==> src/ndfm_defs.svh <==
`ifndef NDFM_DEFS_SVH
`define NDFM_DEFS_SVH

// ----------------------------------------
// register indices (byte address = index * 4)
// ----------------------------------------
`define NDFM_IDX_DROPNUM  7'h0C
`define NDFM_IDX_STAT0    7'h0E
`define NDFM_IDX_DEPTH    7'h14
`define NDFM_IDX_ISTAT    7'h28
`define NDFM_IDX_IMASK    7'h29
`define NDFM_IDX_CSR      7'h2A
`define NDFM_IDX_DATA0    7'h40

// ----------------------------------------
// field positions and values
// ----------------------------------------
`define NDFM_NSTAT        6
`define NDFM_MAX_DROP     6'h37
`define NDFM_NDROP        56
`define NDFM_DEPTH_PWRUP  6'h01
`define NDFM_CODE_BADDROP 4'hA
`define NDFM_CODE_LINE    4'hC
`define NDFM_IRQ_LINEFAIL 0
`define NDFM_IRQ_LINEOK   1
`define NDFM_IRQ_BADDROP  2
`define NDFM_IRQ_BUSERR   3
`define NDFM_IRQ_TESTDONE 4
`define NDFM_IRQ_W        5

// ----------------------------------------
// timing
// ----------------------------------------
`define NDFM_CLK_MHZ      20
`define NDFM_LINE_TMO_US  1000
`define NDFM_LINE_TMO_CYC (`NDFM_LINE_TMO_US * `NDFM_CLK_MHZ)

`endif

==> src/ndfm_pkg.sv <==
package ndfm_pkg;

	// ----------------------------------------
	// operating state, gray along power-up path
	// ----------------------------------------
	typedef enum logic [1:0] {
		NDFM_PWRUP = 2'h0,
		NDFM_TEST  = 2'h1,
		NDFM_RUN   = 2'h3,
		NDFM_FAIL  = 2'h2
	} ndfm_state_t;

	typedef logic [15:0] ndfm_word_t;

endpackage : ndfm_pkg

==> src/ndfm_sync.sv <==
module ndfm_sync #(
	parameter int W = 1
) (
	// clock and reset
	input  wire logic         pclk,
	input  wire logic         presetn,
	// data
	input  wire logic [W-1:0] d,
	output logic      [W-1:0] q
);

	logic [W-1:0] meta_r;

	if (W < 1) begin : g_bad_w
		$error("ndfm_sync: W must be at least 1");
	end

	always_ff @(posedge pclk or negedge presetn) begin
		if (!presetn) begin
			meta_r <= '0;
			q      <= '0;
		end else begin
			meta_r <= d;
			q      <= meta_r;
		end
	end

endmodule : ndfm_sync

==> src/ndfm_cnt16.sv <==
module ndfm_cnt16 (
	// clock and reset
	input  wire logic        pclk,
	input  wire logic        presetn,
	// control
	input  wire logic        clr,
	input  wire logic        inc,
	// count
	output logic      [15:0] cnt
);

	// counts to all ones then rolls to zero
	always_ff @(posedge pclk or negedge presetn) begin
		if (!presetn) begin
			cnt <= 16'h0000;
		end else if (clr) begin
			cnt <= 16'h0000;
		end else if (inc) begin
			cnt <= cnt + 16'h0001;
		end
	end

endmodule : ndfm_cnt16

==> src/ndfm_top.sv <==
// Function
// healthy light comes on only after power-up diagnostics pass
// healthy off with blank display means local watchdog failure
// drop number above 55 at power-up shows invalid-drop code
// master raises line-failure code when no other drop is heard
// slave without master traffic keeps shared data, never clears it
// data for a failed drop stays frozen at its prior value
// line-failure code clears by itself once the line is active
// drop switches sampled only at power-up or self-test reset
// sampled drop number readable at register 12 of drop-0 area
// after self test drop depth is zero, link stays failed
// processor writes valid depth to register 20, failure then clears
// each drop number answered by exactly one slave, no overlap
// master counts timeouts, checksum, overrun, abort for whole network
// write to a read-only register answers with bus error
// sampled drop number decides which shared areas are writable
// statistics counters run to 65535 then wrap to zero
// during self test every backplane access gets a bus error
// every fault shown as one display code until cleared
//
// The address map and the APB register port were chosen for this implementation.
`include "ndfm_defs.svh"

module ndfm_top #(
	parameter int LINE_TMO_CYC = `NDFM_LINE_TMO_CYC
) (
	// apb slave
	input  wire logic        pclk,
	input  wire logic        presetn,
	input  wire logic        psel,
	input  wire logic        penable,
	input  wire logic        pwrite,
	input  wire logic [31:0] paddr,
	input  wire logic [31:0] pwdata,
	output logic      [31:0] prdata,
	output logic             pready,
	output logic             pslverr,
	// pins from outside
	input  wire logic [5:0]  drop_sw,
	input  wire logic        wdog_ok,
	// diagnostics and terminal, same clock
	input  wire logic        selftest_req,
	input  wire logic        diag_done,
	input  wire logic        diag_pass,
	input  wire logic [3:0]  diag_code,
	// network receiver and transmitter, same clock
	input  wire logic        rx_valid,
	input  wire logic [5:0]  rx_drop,
	input  wire logic [15:0] rx_data,
	input  wire logic        err_own,
	input  wire logic        err_tmo,
	input  wire logic        err_crc,
	input  wire logic        err_ovr,
	input  wire logic        err_abt,
	input  wire logic        tx_done,
	input  wire logic [5:0]  tx_idx,
	output logic      [15:0] tx_data,
	output logic             net_enable,
	// indicators
	output logic             ok_led,
	output logic             seg_on,
	output logic      [3:0]  seg_code,
	output logic             irq
);

	// ----------------------------------------
	// declarations
	// ----------------------------------------
	localparam int TW = $clog2(LINE_TMO_CYC + 1);

	ndfm_pkg::ndfm_state_t    state_r;
	ndfm_pkg::ndfm_state_t    state_nxt;
	ndfm_pkg::ndfm_word_t     mem_r [`NDFM_NDROP];
	logic [15:0]              stat_cnt [`NDFM_NSTAT];
	logic [`NDFM_NSTAT-1:0]   stat_inc;
	logic [6:0]               sync_q;
	logic [5:0]               sw_s;
	logic                     wdog_s;
	logic [5:0]               drop_r;
	logic [5:0]               depth_r;
	logic                     bad_drop_r;
	logic                     diag_fail_r;
	logic [3:0]               diag_code_r;
	logic                     line_fail_r;
	logic                     line_fail_nxt;
	logic [TW-1:0]            tmo_r;
	logic [`NDFM_IRQ_W-1:0]   istat_r;
	logic [`NDFM_IRQ_W-1:0]   imask_r;
	logic [`NDFM_IRQ_W-1:0]   ev_set;
	logic                     is_master;
	logic                     heard;
	logic                     test_clr;
	logic                     acc;
	logic                     wr;
	logic [6:0]               idx;
	logic [6:0]               didx;
	logic                     is_data;
	logic                     own_word;
	logic                     rd_ok;
	logic                     wr_ok;
	logic                     err;
	logic [31:0]              rdata;
	logic [1:0]               settle_r;

	if (LINE_TMO_CYC < 1) begin : g_bad_tmo
		$error("ndfm_top: LINE_TMO_CYC must be at least 1");
	end

	// ----------------------------------------
	// pin synchronisers
	// ----------------------------------------
	ndfm_sync #(.W(7)) u_sync (
		.pclk    (pclk),
		.presetn (presetn),
		.d       ({wdog_ok, drop_sw}),
		.q       (sync_q)
	);
	assign sw_s   = sync_q[5:0];
	assign wdog_s = sync_q[6];

	// ----------------------------------------
	// power-up and self test sequence
	// ----------------------------------------
	always_comb begin
		state_nxt = state_r;
		unique case (state_r)
			ndfm_pkg::NDFM_PWRUP: if (settle_r[1]) state_nxt = ndfm_pkg::NDFM_TEST;
			ndfm_pkg::NDFM_TEST: begin
				if (diag_done) state_nxt = diag_pass ? ndfm_pkg::NDFM_RUN : ndfm_pkg::NDFM_FAIL;
			end
			ndfm_pkg::NDFM_RUN: begin
				if (selftest_req) state_nxt = ndfm_pkg::NDFM_PWRUP;
			end
			ndfm_pkg::NDFM_FAIL: begin
				if (selftest_req) state_nxt = ndfm_pkg::NDFM_PWRUP;
			end
		endcase
	end

	always_ff @(posedge pclk or negedge presetn) begin
		if (!presetn) state_r <= ndfm_pkg::NDFM_PWRUP;
		else          state_r <= state_nxt;
	end

	// holds power-up until the switch synchroniser has filled
	always_ff @(posedge pclk or negedge presetn) begin
		if (!presetn) settle_r <= 2'b00;
		else          settle_r <= {settle_r[0], 1'b1};
	end

	// self test restart clears depth and counters
	assign test_clr = (state_r != ndfm_pkg::NDFM_PWRUP) && (state_nxt == ndfm_pkg::NDFM_PWRUP);

	// diagnostics result
	always_ff @(posedge pclk or negedge presetn) begin
		if (!presetn) begin
			diag_fail_r <= 1'b0;
			diag_code_r <= 4'h0;
		end else if (state_r == ndfm_pkg::NDFM_TEST && diag_done) begin
			diag_fail_r <= !diag_pass;
			diag_code_r <= diag_code;
		end
	end

	// ----------------------------------------
	// drop number and depth
	// ----------------------------------------
	always_ff @(posedge pclk or negedge presetn) begin
		if (!presetn) begin
			drop_r     <= 6'h00;
			bad_drop_r <= 1'b0;
		end else if (state_r == ndfm_pkg::NDFM_PWRUP) begin
			drop_r     <= sw_s;
			bad_drop_r <= sw_s > `NDFM_MAX_DROP;
		end
	end

	always_ff @(posedge pclk or negedge presetn) begin
		if (!presetn) begin
			depth_r <= `NDFM_DEPTH_PWRUP;
		end else if (test_clr) begin
			depth_r <= 6'h00;
		end else if (wr && wr_ok && idx == `NDFM_IDX_DEPTH) begin
			depth_r <= pwdata[5:0];
		end
	end

	assign is_master  = drop_r == 6'h00;
	assign net_enable = state_r == ndfm_pkg::NDFM_RUN && !bad_drop_r && depth_r != 6'h00;

	// ----------------------------------------
	// line supervision
	// ----------------------------------------
	// master hears any other drop, slave hears the master
	assign heard = rx_valid && (is_master ? rx_drop != 6'h00 : rx_drop == 6'h00);

	always_ff @(posedge pclk or negedge presetn) begin
		if (!presetn) begin
			tmo_r <= '0;
		end else if (heard || !net_enable) begin
			tmo_r <= '0;
		end else if (tmo_r != TW'(LINE_TMO_CYC)) begin
			tmo_r <= tmo_r + TW'(1);
		end
	end

	always_comb begin
		line_fail_nxt = line_fail_r;
		if (state_r == ndfm_pkg::NDFM_RUN && depth_r == 6'h00) begin
			line_fail_nxt = 1'b1;
		end else if (net_enable && heard) begin
			line_fail_nxt = 1'b0;
		end else if (tmo_r == TW'(LINE_TMO_CYC)) begin
			line_fail_nxt = 1'b1;
		end
	end

	always_ff @(posedge pclk or negedge presetn) begin
		if (!presetn) line_fail_r <= 1'b0;
		else          line_fail_r <= line_fail_nxt;
	end

	// ----------------------------------------
	// shared data words, one per drop
	// ----------------------------------------
	assign didx     = idx - `NDFM_IDX_DATA0;
	assign is_data  = idx >= `NDFM_IDX_DATA0 && didx < 7'(`NDFM_NDROP);
	assign own_word = {1'b0, didx[5:0]} >= {1'b0, drop_r}
		&& {1'b0, didx[5:0]} < ({1'b0, drop_r} + {1'b0, depth_r});

	generate
		for (genvar g = 0; g < `NDFM_NDROP; g++) begin : g_mem
			logic own_g;
			assign own_g = 7'(g) >= {1'b0, drop_r} && 7'(g) < ({1'b0, drop_r} + {1'b0, depth_r});
			// only live traffic or a processor write updates a word; a silent line leaves it frozen
			always_ff @(posedge pclk or negedge presetn) begin
				if (!presetn) begin
					mem_r[g] <= 16'h0000;
				end else if (wr && wr_ok && is_data && didx[5:0] == 6'(g)) begin
					mem_r[g] <= pwdata[15:0];
				end else if (net_enable && rx_valid && rx_drop == 6'(g) && !own_g) begin
					mem_r[g] <= rx_data;
				end
			end
		end
	endgenerate

	always_ff @(posedge pclk or negedge presetn) begin
		if (!presetn)                   tx_data <= 16'h0000;
		else if (tx_idx < 6'(`NDFM_NDROP)) tx_data <= mem_r[tx_idx];
		else                            tx_data <= 16'h0000;
	end

	// ----------------------------------------
	// network statistics
	// ----------------------------------------
	assign stat_inc[0] = net_enable && rx_valid;
	assign stat_inc[1] = err_tmo && (is_master || err_own);
	assign stat_inc[2] = err_crc && (is_master || err_own);
	assign stat_inc[3] = err_ovr && (is_master || err_own);
	assign stat_inc[4] = err_abt && (is_master || err_own);
	assign stat_inc[5] = tx_done;

	generate
		for (genvar s = 0; s < `NDFM_NSTAT; s++) begin : g_stat
			ndfm_cnt16 u_cnt (
				.pclk    (pclk),
				.presetn (presetn),
				.clr     (test_clr),
				.inc     (stat_inc[s]),
				.cnt     (stat_cnt[s])
			);
		end
	endgenerate

	// ----------------------------------------
	// apb decode
	// ----------------------------------------
	assign acc    = psel && penable;
	assign idx    = paddr[8:2];
	assign pready = 1'b1;

	always_comb begin
		rd_ok = 1'b1;
		wr_ok = 1'b0;
		rdata = 32'h0000_0000;
		if (idx == `NDFM_IDX_DROPNUM) begin
			rdata = {26'h0, drop_r};
		end else if (idx >= `NDFM_IDX_STAT0 && idx < `NDFM_IDX_DEPTH) begin
			rdata = {16'h0, stat_cnt[3'(idx - `NDFM_IDX_STAT0)]};
		end else if (idx == `NDFM_IDX_DEPTH) begin
			rdata = {26'h0, depth_r};
			wr_ok = 1'b1;
		end else if (idx == `NDFM_IDX_ISTAT) begin
			rdata = {27'h0, istat_r};
			wr_ok = 1'b1;
		end else if (idx == `NDFM_IDX_IMASK) begin
			rdata = {27'h0, imask_r};
			wr_ok = 1'b1;
		end else if (idx == `NDFM_IDX_CSR) begin
			rdata = {24'h0, is_master, net_enable, line_fail_r, bad_drop_r,
				diag_fail_r, ok_led, state_r};
		end else if (is_data) begin
			rdata = {16'h0, mem_r[didx[5:0]]};
			wr_ok = own_word && !bad_drop_r;
		end else begin
			rd_ok = 1'b0;
		end
	end


	assign err     = state_r != ndfm_pkg::NDFM_RUN && state_r != ndfm_pkg::NDFM_FAIL
		|| (pwrite ? !wr_ok : !rd_ok);
	assign wr      = acc && pwrite && !err;
	assign pslverr = acc && err;
	assign prdata  = (acc && !pwrite && !err) ? rdata : 32'h0000_0000;

	// ----------------------------------------
	// interrupt status and mask
	// ----------------------------------------
	assign ev_set[`NDFM_IRQ_LINEFAIL] = line_fail_nxt && !line_fail_r;
	assign ev_set[`NDFM_IRQ_LINEOK]   = line_fail_r && !line_fail_nxt;
	assign ev_set[`NDFM_IRQ_BADDROP]  = state_r == ndfm_pkg::NDFM_PWRUP && sw_s > `NDFM_MAX_DROP;
	assign ev_set[`NDFM_IRQ_BUSERR]   = pslverr;
	assign ev_set[`NDFM_IRQ_TESTDONE] = state_r == ndfm_pkg::NDFM_TEST && diag_done;

	always_ff @(posedge pclk or negedge presetn) begin
		if (!presetn) begin
			istat_r <= '0;
		end else if (wr && idx == `NDFM_IDX_ISTAT) begin
			istat_r <= (istat_r & ~pwdata[`NDFM_IRQ_W-1:0]) | ev_set;
		end else begin
			istat_r <= istat_r | ev_set;
		end
	end

	always_ff @(posedge pclk or negedge presetn) begin
		if (!presetn)                             imask_r <= '0;
		else if (wr && idx == `NDFM_IDX_IMASK) imask_r <= pwdata[`NDFM_IRQ_W-1:0];
	end

	assign irq = |(istat_r & imask_r);

	// ----------------------------------------
	// indicators
	// ----------------------------------------
	always_ff @(posedge pclk or negedge presetn) begin
		if (!presetn) begin
			ok_led   <= 1'b0;
			seg_on   <= 1'b0;
			seg_code <= 4'h0;
		end else begin
			ok_led <= state_nxt == ndfm_pkg::NDFM_RUN && wdog_s;
			if (!wdog_s) begin
				seg_on   <= 1'b0;
				seg_code <= 4'h0;
			end else if (diag_fail_r) begin
				seg_on   <= 1'b1;
				seg_code <= diag_code_r;
			end else if (bad_drop_r && state_r != ndfm_pkg::NDFM_PWRUP) begin
				seg_on   <= 1'b1;
				seg_code <= `NDFM_CODE_BADDROP;
			end else if (line_fail_r) begin
				seg_on   <= 1'b1;
				seg_code <= `NDFM_CODE_LINE;
			end else begin
				seg_on   <= 1'b0;
				seg_code <= 4'h0;
			end
		end
	end

endmodule : ndfm_top

==> config.mk <==
export PLATFORM = sky130hd
export DESIGN_NAME = ndfm_top
export DESIGN_NICKNAME = d
export VERILOG_FILES = /design/src/ndfm_pkg.sv /design/src/ndfm_sync.sv /design/src/ndfm_cnt16.sv /design/src/ndfm_top.sv
export VERILOG_INCLUDE_DIRS = /design/src
export SDC_FILE = /design/constraint.sdc
export NUM_CORES = 2
export LEC_CHECK = 0
export BUFFER_PORTS_ARGS = -buffer_cell sky130_fd_sc_hd__clkbuf_2
export CORE_ASPECT_RATIO = 1.75
export CORE_MARGIN = 1
export CORE_UTILIZATION = 54
export DETAILED_ROUTE_END_ITERATION = 10
export GPL_ROUTABILITY_DRIVEN = 0
export PLACE_DENSITY = 0.77
export SLEW_MARGIN = 20
export SYNTH_ARGS = -nofsm -noshare
export SYNTH_HDL_FRONTEND = slang
export SYNTH_HIERARCHICAL = 1
export SYNTH_SLANG_ARGS = --single-unit
==> constraint.sdc <==
create_clock -name pclk -period 12.1 [get_ports pclk]
set_input_delay 2.42 -clock pclk [delete_from_list [all_inputs] [get_ports pclk]]
set_output_delay 2.42 -clock pclk [all_outputs]
set_load 0.05 [all_outputs]
==> impl_results.md <==
* Fraction of layout cells with a size suffix above 1 at a little over half
* RSZ-0062 raised after global routing: false
* Power density cells at approximately 110 mW/mm2
* Clock sinks at about 1.1k
* Post-CTS Setup Bufs at 0
* Final nets at ~5.3k
* Setup crit end kind: output pin
* P&R area growth vs syn at 6.452%
* Kind of critical path: input port to output pin
* Startpoint types: input port
* Placed cells at between 6k and 7k
* Async SR Flop Fraction at 100.0%
* Die Area at roughly 0.13 mm2
* Worst Path Required at about 9.7 ns
* Hold Path Sink: u_sync/q[3]
* CTS tree: built
* I/O Pins at 176
* Latest clock arrival within the worst-skew pair at around 0.76 ns
* Layout Cells excl Fill at approximately 7k
* H-tree Lvls at 3
* Post-synth EDFFs at 0
* Worst-margin pin slew at roughly 1.3 ns
* Period utilization at about 75%
* Worst r2r path cells at 14
* Drt wl/cell at roughly 36 um
* Die height at between 400 and 500 um
* Most frequent cells in the layout: 1652 x mux2_2, 1075 x dfrtp_1, 548 x mux4_2, 207 x nor2_1, 176 x nand2_1
* Detailed Route Iter0 Violations at between 5k and 6k
* Core Area at between 0.1 and 0.15 mm2
* Final worst slack at roughly 3.1 ns
* Mapped Cells at 5358
* Reg-to-Reg Start: drop_r[1]
* Synth Area per Inst at between 10 and 15 um2
* First drt pass iteration count at 7
* Final setup fails at 0
* Antenna violations before repair at 28
* Clock root buffer: clkbuf_16
* ANT nets after route at 0
* Clock Path Buffers at 3
* Area of the mapped netlist at between 0.07 and 0.08 mm2
* Final Skew at approximately 0.040 ns
* Tightest Hold Check Type: flop to flop
* CTS resizes at 0
* Rel. slew slack at between 10% and 20%
* R2R setup slack at about 5 ns
* Switching share of power at 30.99%
* Slowest CP cell: buf_4
* Gr usage total at ~37%
* Clock Power Share at 38.9%
* CP Max Fanout at 42
* Hold Fails Final Rpt at 0
* Finished Core Util at between 50% and 60%
* Critical path cell sequence: buf_6, buf_4, buf_4, mux2i_1, o21ai_0, a21oi_1, o2111ai_1, a21oi_1, o21ai_0, and3_1, clkbuf_2
* Residual DRC at 0
* NetSw at approximately 2.6 mW
* WP data arrival at roughly 6.6 ns
* MaxCap Viol Count at 0
* Final WL at 249500 um
* Post-DP HPWL at between 150000 and 200000 um
* Filler cell count at 10.12k
* Fin. max-slew vios at 0
* Vias in the first global route at 52.01k
* Global-route track usage on met2 at about 59%
* Chip width at between 200 and 300 um
* Cts hold-fix bufs at 0
* Port bufs at ~120
* Largest net degree at the start of global routing at between 150 and 200
* Worst vdd ir at 0.0001077 V
* Sequential fraction of the synthesis area at a little under two fifths
* Clock transition at the registers of the reported paths at around 0.07 ns
* Setup TNS Final at 0 ns
* Combinational share of power at about 16%
* Pre-CTS setup slack at about 3.4 ns
* Vias per cell at ~7.2
* Flop pwr share at 45.0%
* Detailed-route via count at 50.16k
* Post-synth top flop: dfrtp_1
* First-pass GRT wire length at roughly 360000 um
* Worst hold path depth at 0
* R2R Path End: mem_r[698]
* Cts bufs inserted at 97
* #FFs+latches synth at around 1.1k
* Gr busiest metal: met2
* Row cnt at 176
* Initial Util at roughly 54%
* Worst path max stage delay at approximately 0.80 ns
* Cell Int Power at about 5.8 mW
* Final min period at 9.023 ns
* Overflow after GRT at 0
* Routing usage on met3 at between 10% and 20%
* WHS at roughly 0.35 ns
* Synth warn at 6
* FMAX at between 0.1 and 0.15 GHz
* Unique cell type count in the Yosys netlist at a little under 100
* Met1 GRT Util at about two fifths
* Status: finished clean
* Leakage Power at between 30 and 40 nW
* Most common cell after layout, fill and taps aside: mux2_2
* Min-delay src: u_sync/meta_r[3]
==> sequential cells by signal (all words and copies together), names as in the netlist, 6 cells and up <==
signal and count:
depth_r 6, drop_r 6, g_stat.u_cnt/cnt 96, mem_r 896, tmo_r 15, tx_data 16, u_sync/meta_r 7, u_sync/q 7
==> worst max-delay path by stage <==
stage                  start   endpoint  slack [ns]
finish              paddr[4]  prdata[2]        3.08
global route        paddr[2]  prdata[7]        3.18
CTS                 paddr[4]  prdata[2]        3.37
detailed placement  paddr[4]  prdata[2]        3.38
global placement    paddr[4]  prdata[2]        3.40
floorplan           paddr[5]  prdata[7]        2.89
==> logic make-up (layout without fill, tap and decap cells) <==
group	after synthesis	in the layout	synth area share [%]
muxes	2426	2426	46.60
DFF	1076	1076	37.60
and+or+nand+nor	732	732	6.324
buffers and inverters	626	491	4.264
AOI/OAI and AO/OA	394	394	3.812
xor gates and xnor gates	76	76	0.9294
adders and majority gates	26	26	0.4647
other	2	32	0.01049
==> per-layer routing <==
layer | routed length [um] | vias to the layer above
met5 | 136 | -
met3 | 24440 | 1354
met1 | 78580 | 25641
met4 | 29980 | 22
met2 | 116400 | 3190
li1 | - | 19954
==> Yosys cell counts (all sizes together), types with 7 or more instances <==
cell,number,area (um2)
mux2,1762,19870
dfrtp,1075,26900
mux4,548,12340
clkbuf,313,1176
buf,253,1647
nor2,217,852.1
nand2,178,678.2
a21oi,138,709.4
mux2i,116,1161
o21ai,113,565.5
nand3,109,1221
inv,58,222.7
xnor2,46,402.9
nand4,36,262.8
nor3,36,251.5
nor4,35,375.4
xor2,30,262.8
ha,25,312.8
o22ai,25,156.4
or3,23,143.9
and3,22,137.6
o211ai,20,242.7
nor2b,18,112.6
nand2b,17,106.4
a31oi,11,87.59
and2,11,68.81
a221oi,10,93.84
a2111oi,8,188.9
a221o,8,80.08
nor4b,8,113.9
a211oi,7,72.57
nor3b,7,82.58
==> power by group through the flow <==
| stage | Combinational (mW) | Clock (mW) | Sequential [mW] |
|---|---|---|---|
| 6_report | 1.36 | 3.29 | 3.80 |
| 5_1_grt | 1.43 | 3.41 | 3.81 |
| 4_1_cts | 1.32 | 3.29 | 3.79 |
| 3_5_place_dp | 1.31 | 0 | 3.86 |
| 3_3_place_gp | 1.29 | 0 | 3.86 |
| 2_1_floorplan | 0.905 | 0 | 3.82 |
==> through the flow <==
| stage | instance area [um2] | total power [mW] |
|---|---|---|
| 2_1_floorplan | 71680 | 4.725 |
| 3_3_place_gp | 72880 | 5.144 |
| 3_5_place_dp | 72880 | 5.172 |
| 4_1_cts | 76160 | 8.397 |
| 5_1_grt | 76220 | 8.647 |
| 6_report | 76240 | 8.451 |
==> area by class of cell <==
type	instances	area (um2)	area share, %
clock buffers	139	2889	3.789
inverters	60	231.5	0.3036
repair buffers	254	1790	2.348
clock inverters	38	385.4	0.5055
diodes	14	35.03	0.04595
multi-input cells	3672	41870	54.91
flip-flops and latches	1076	26930	35.32
well taps	1691	2116	2.775
==> worst max-delay path, delay by kind of cell <==
| family | cells | cell delay, ns |
|---|---|---|
| AO/OA/AOI/OAI | 5 | 1.11 |
| buffers and inverters | 4 | 2.11 |
| multiplexers | 1 | 0.70 |
| AND/OR/NAND/NOR | 1 | 0.20 |
Power figures use the tool's default switching activity.
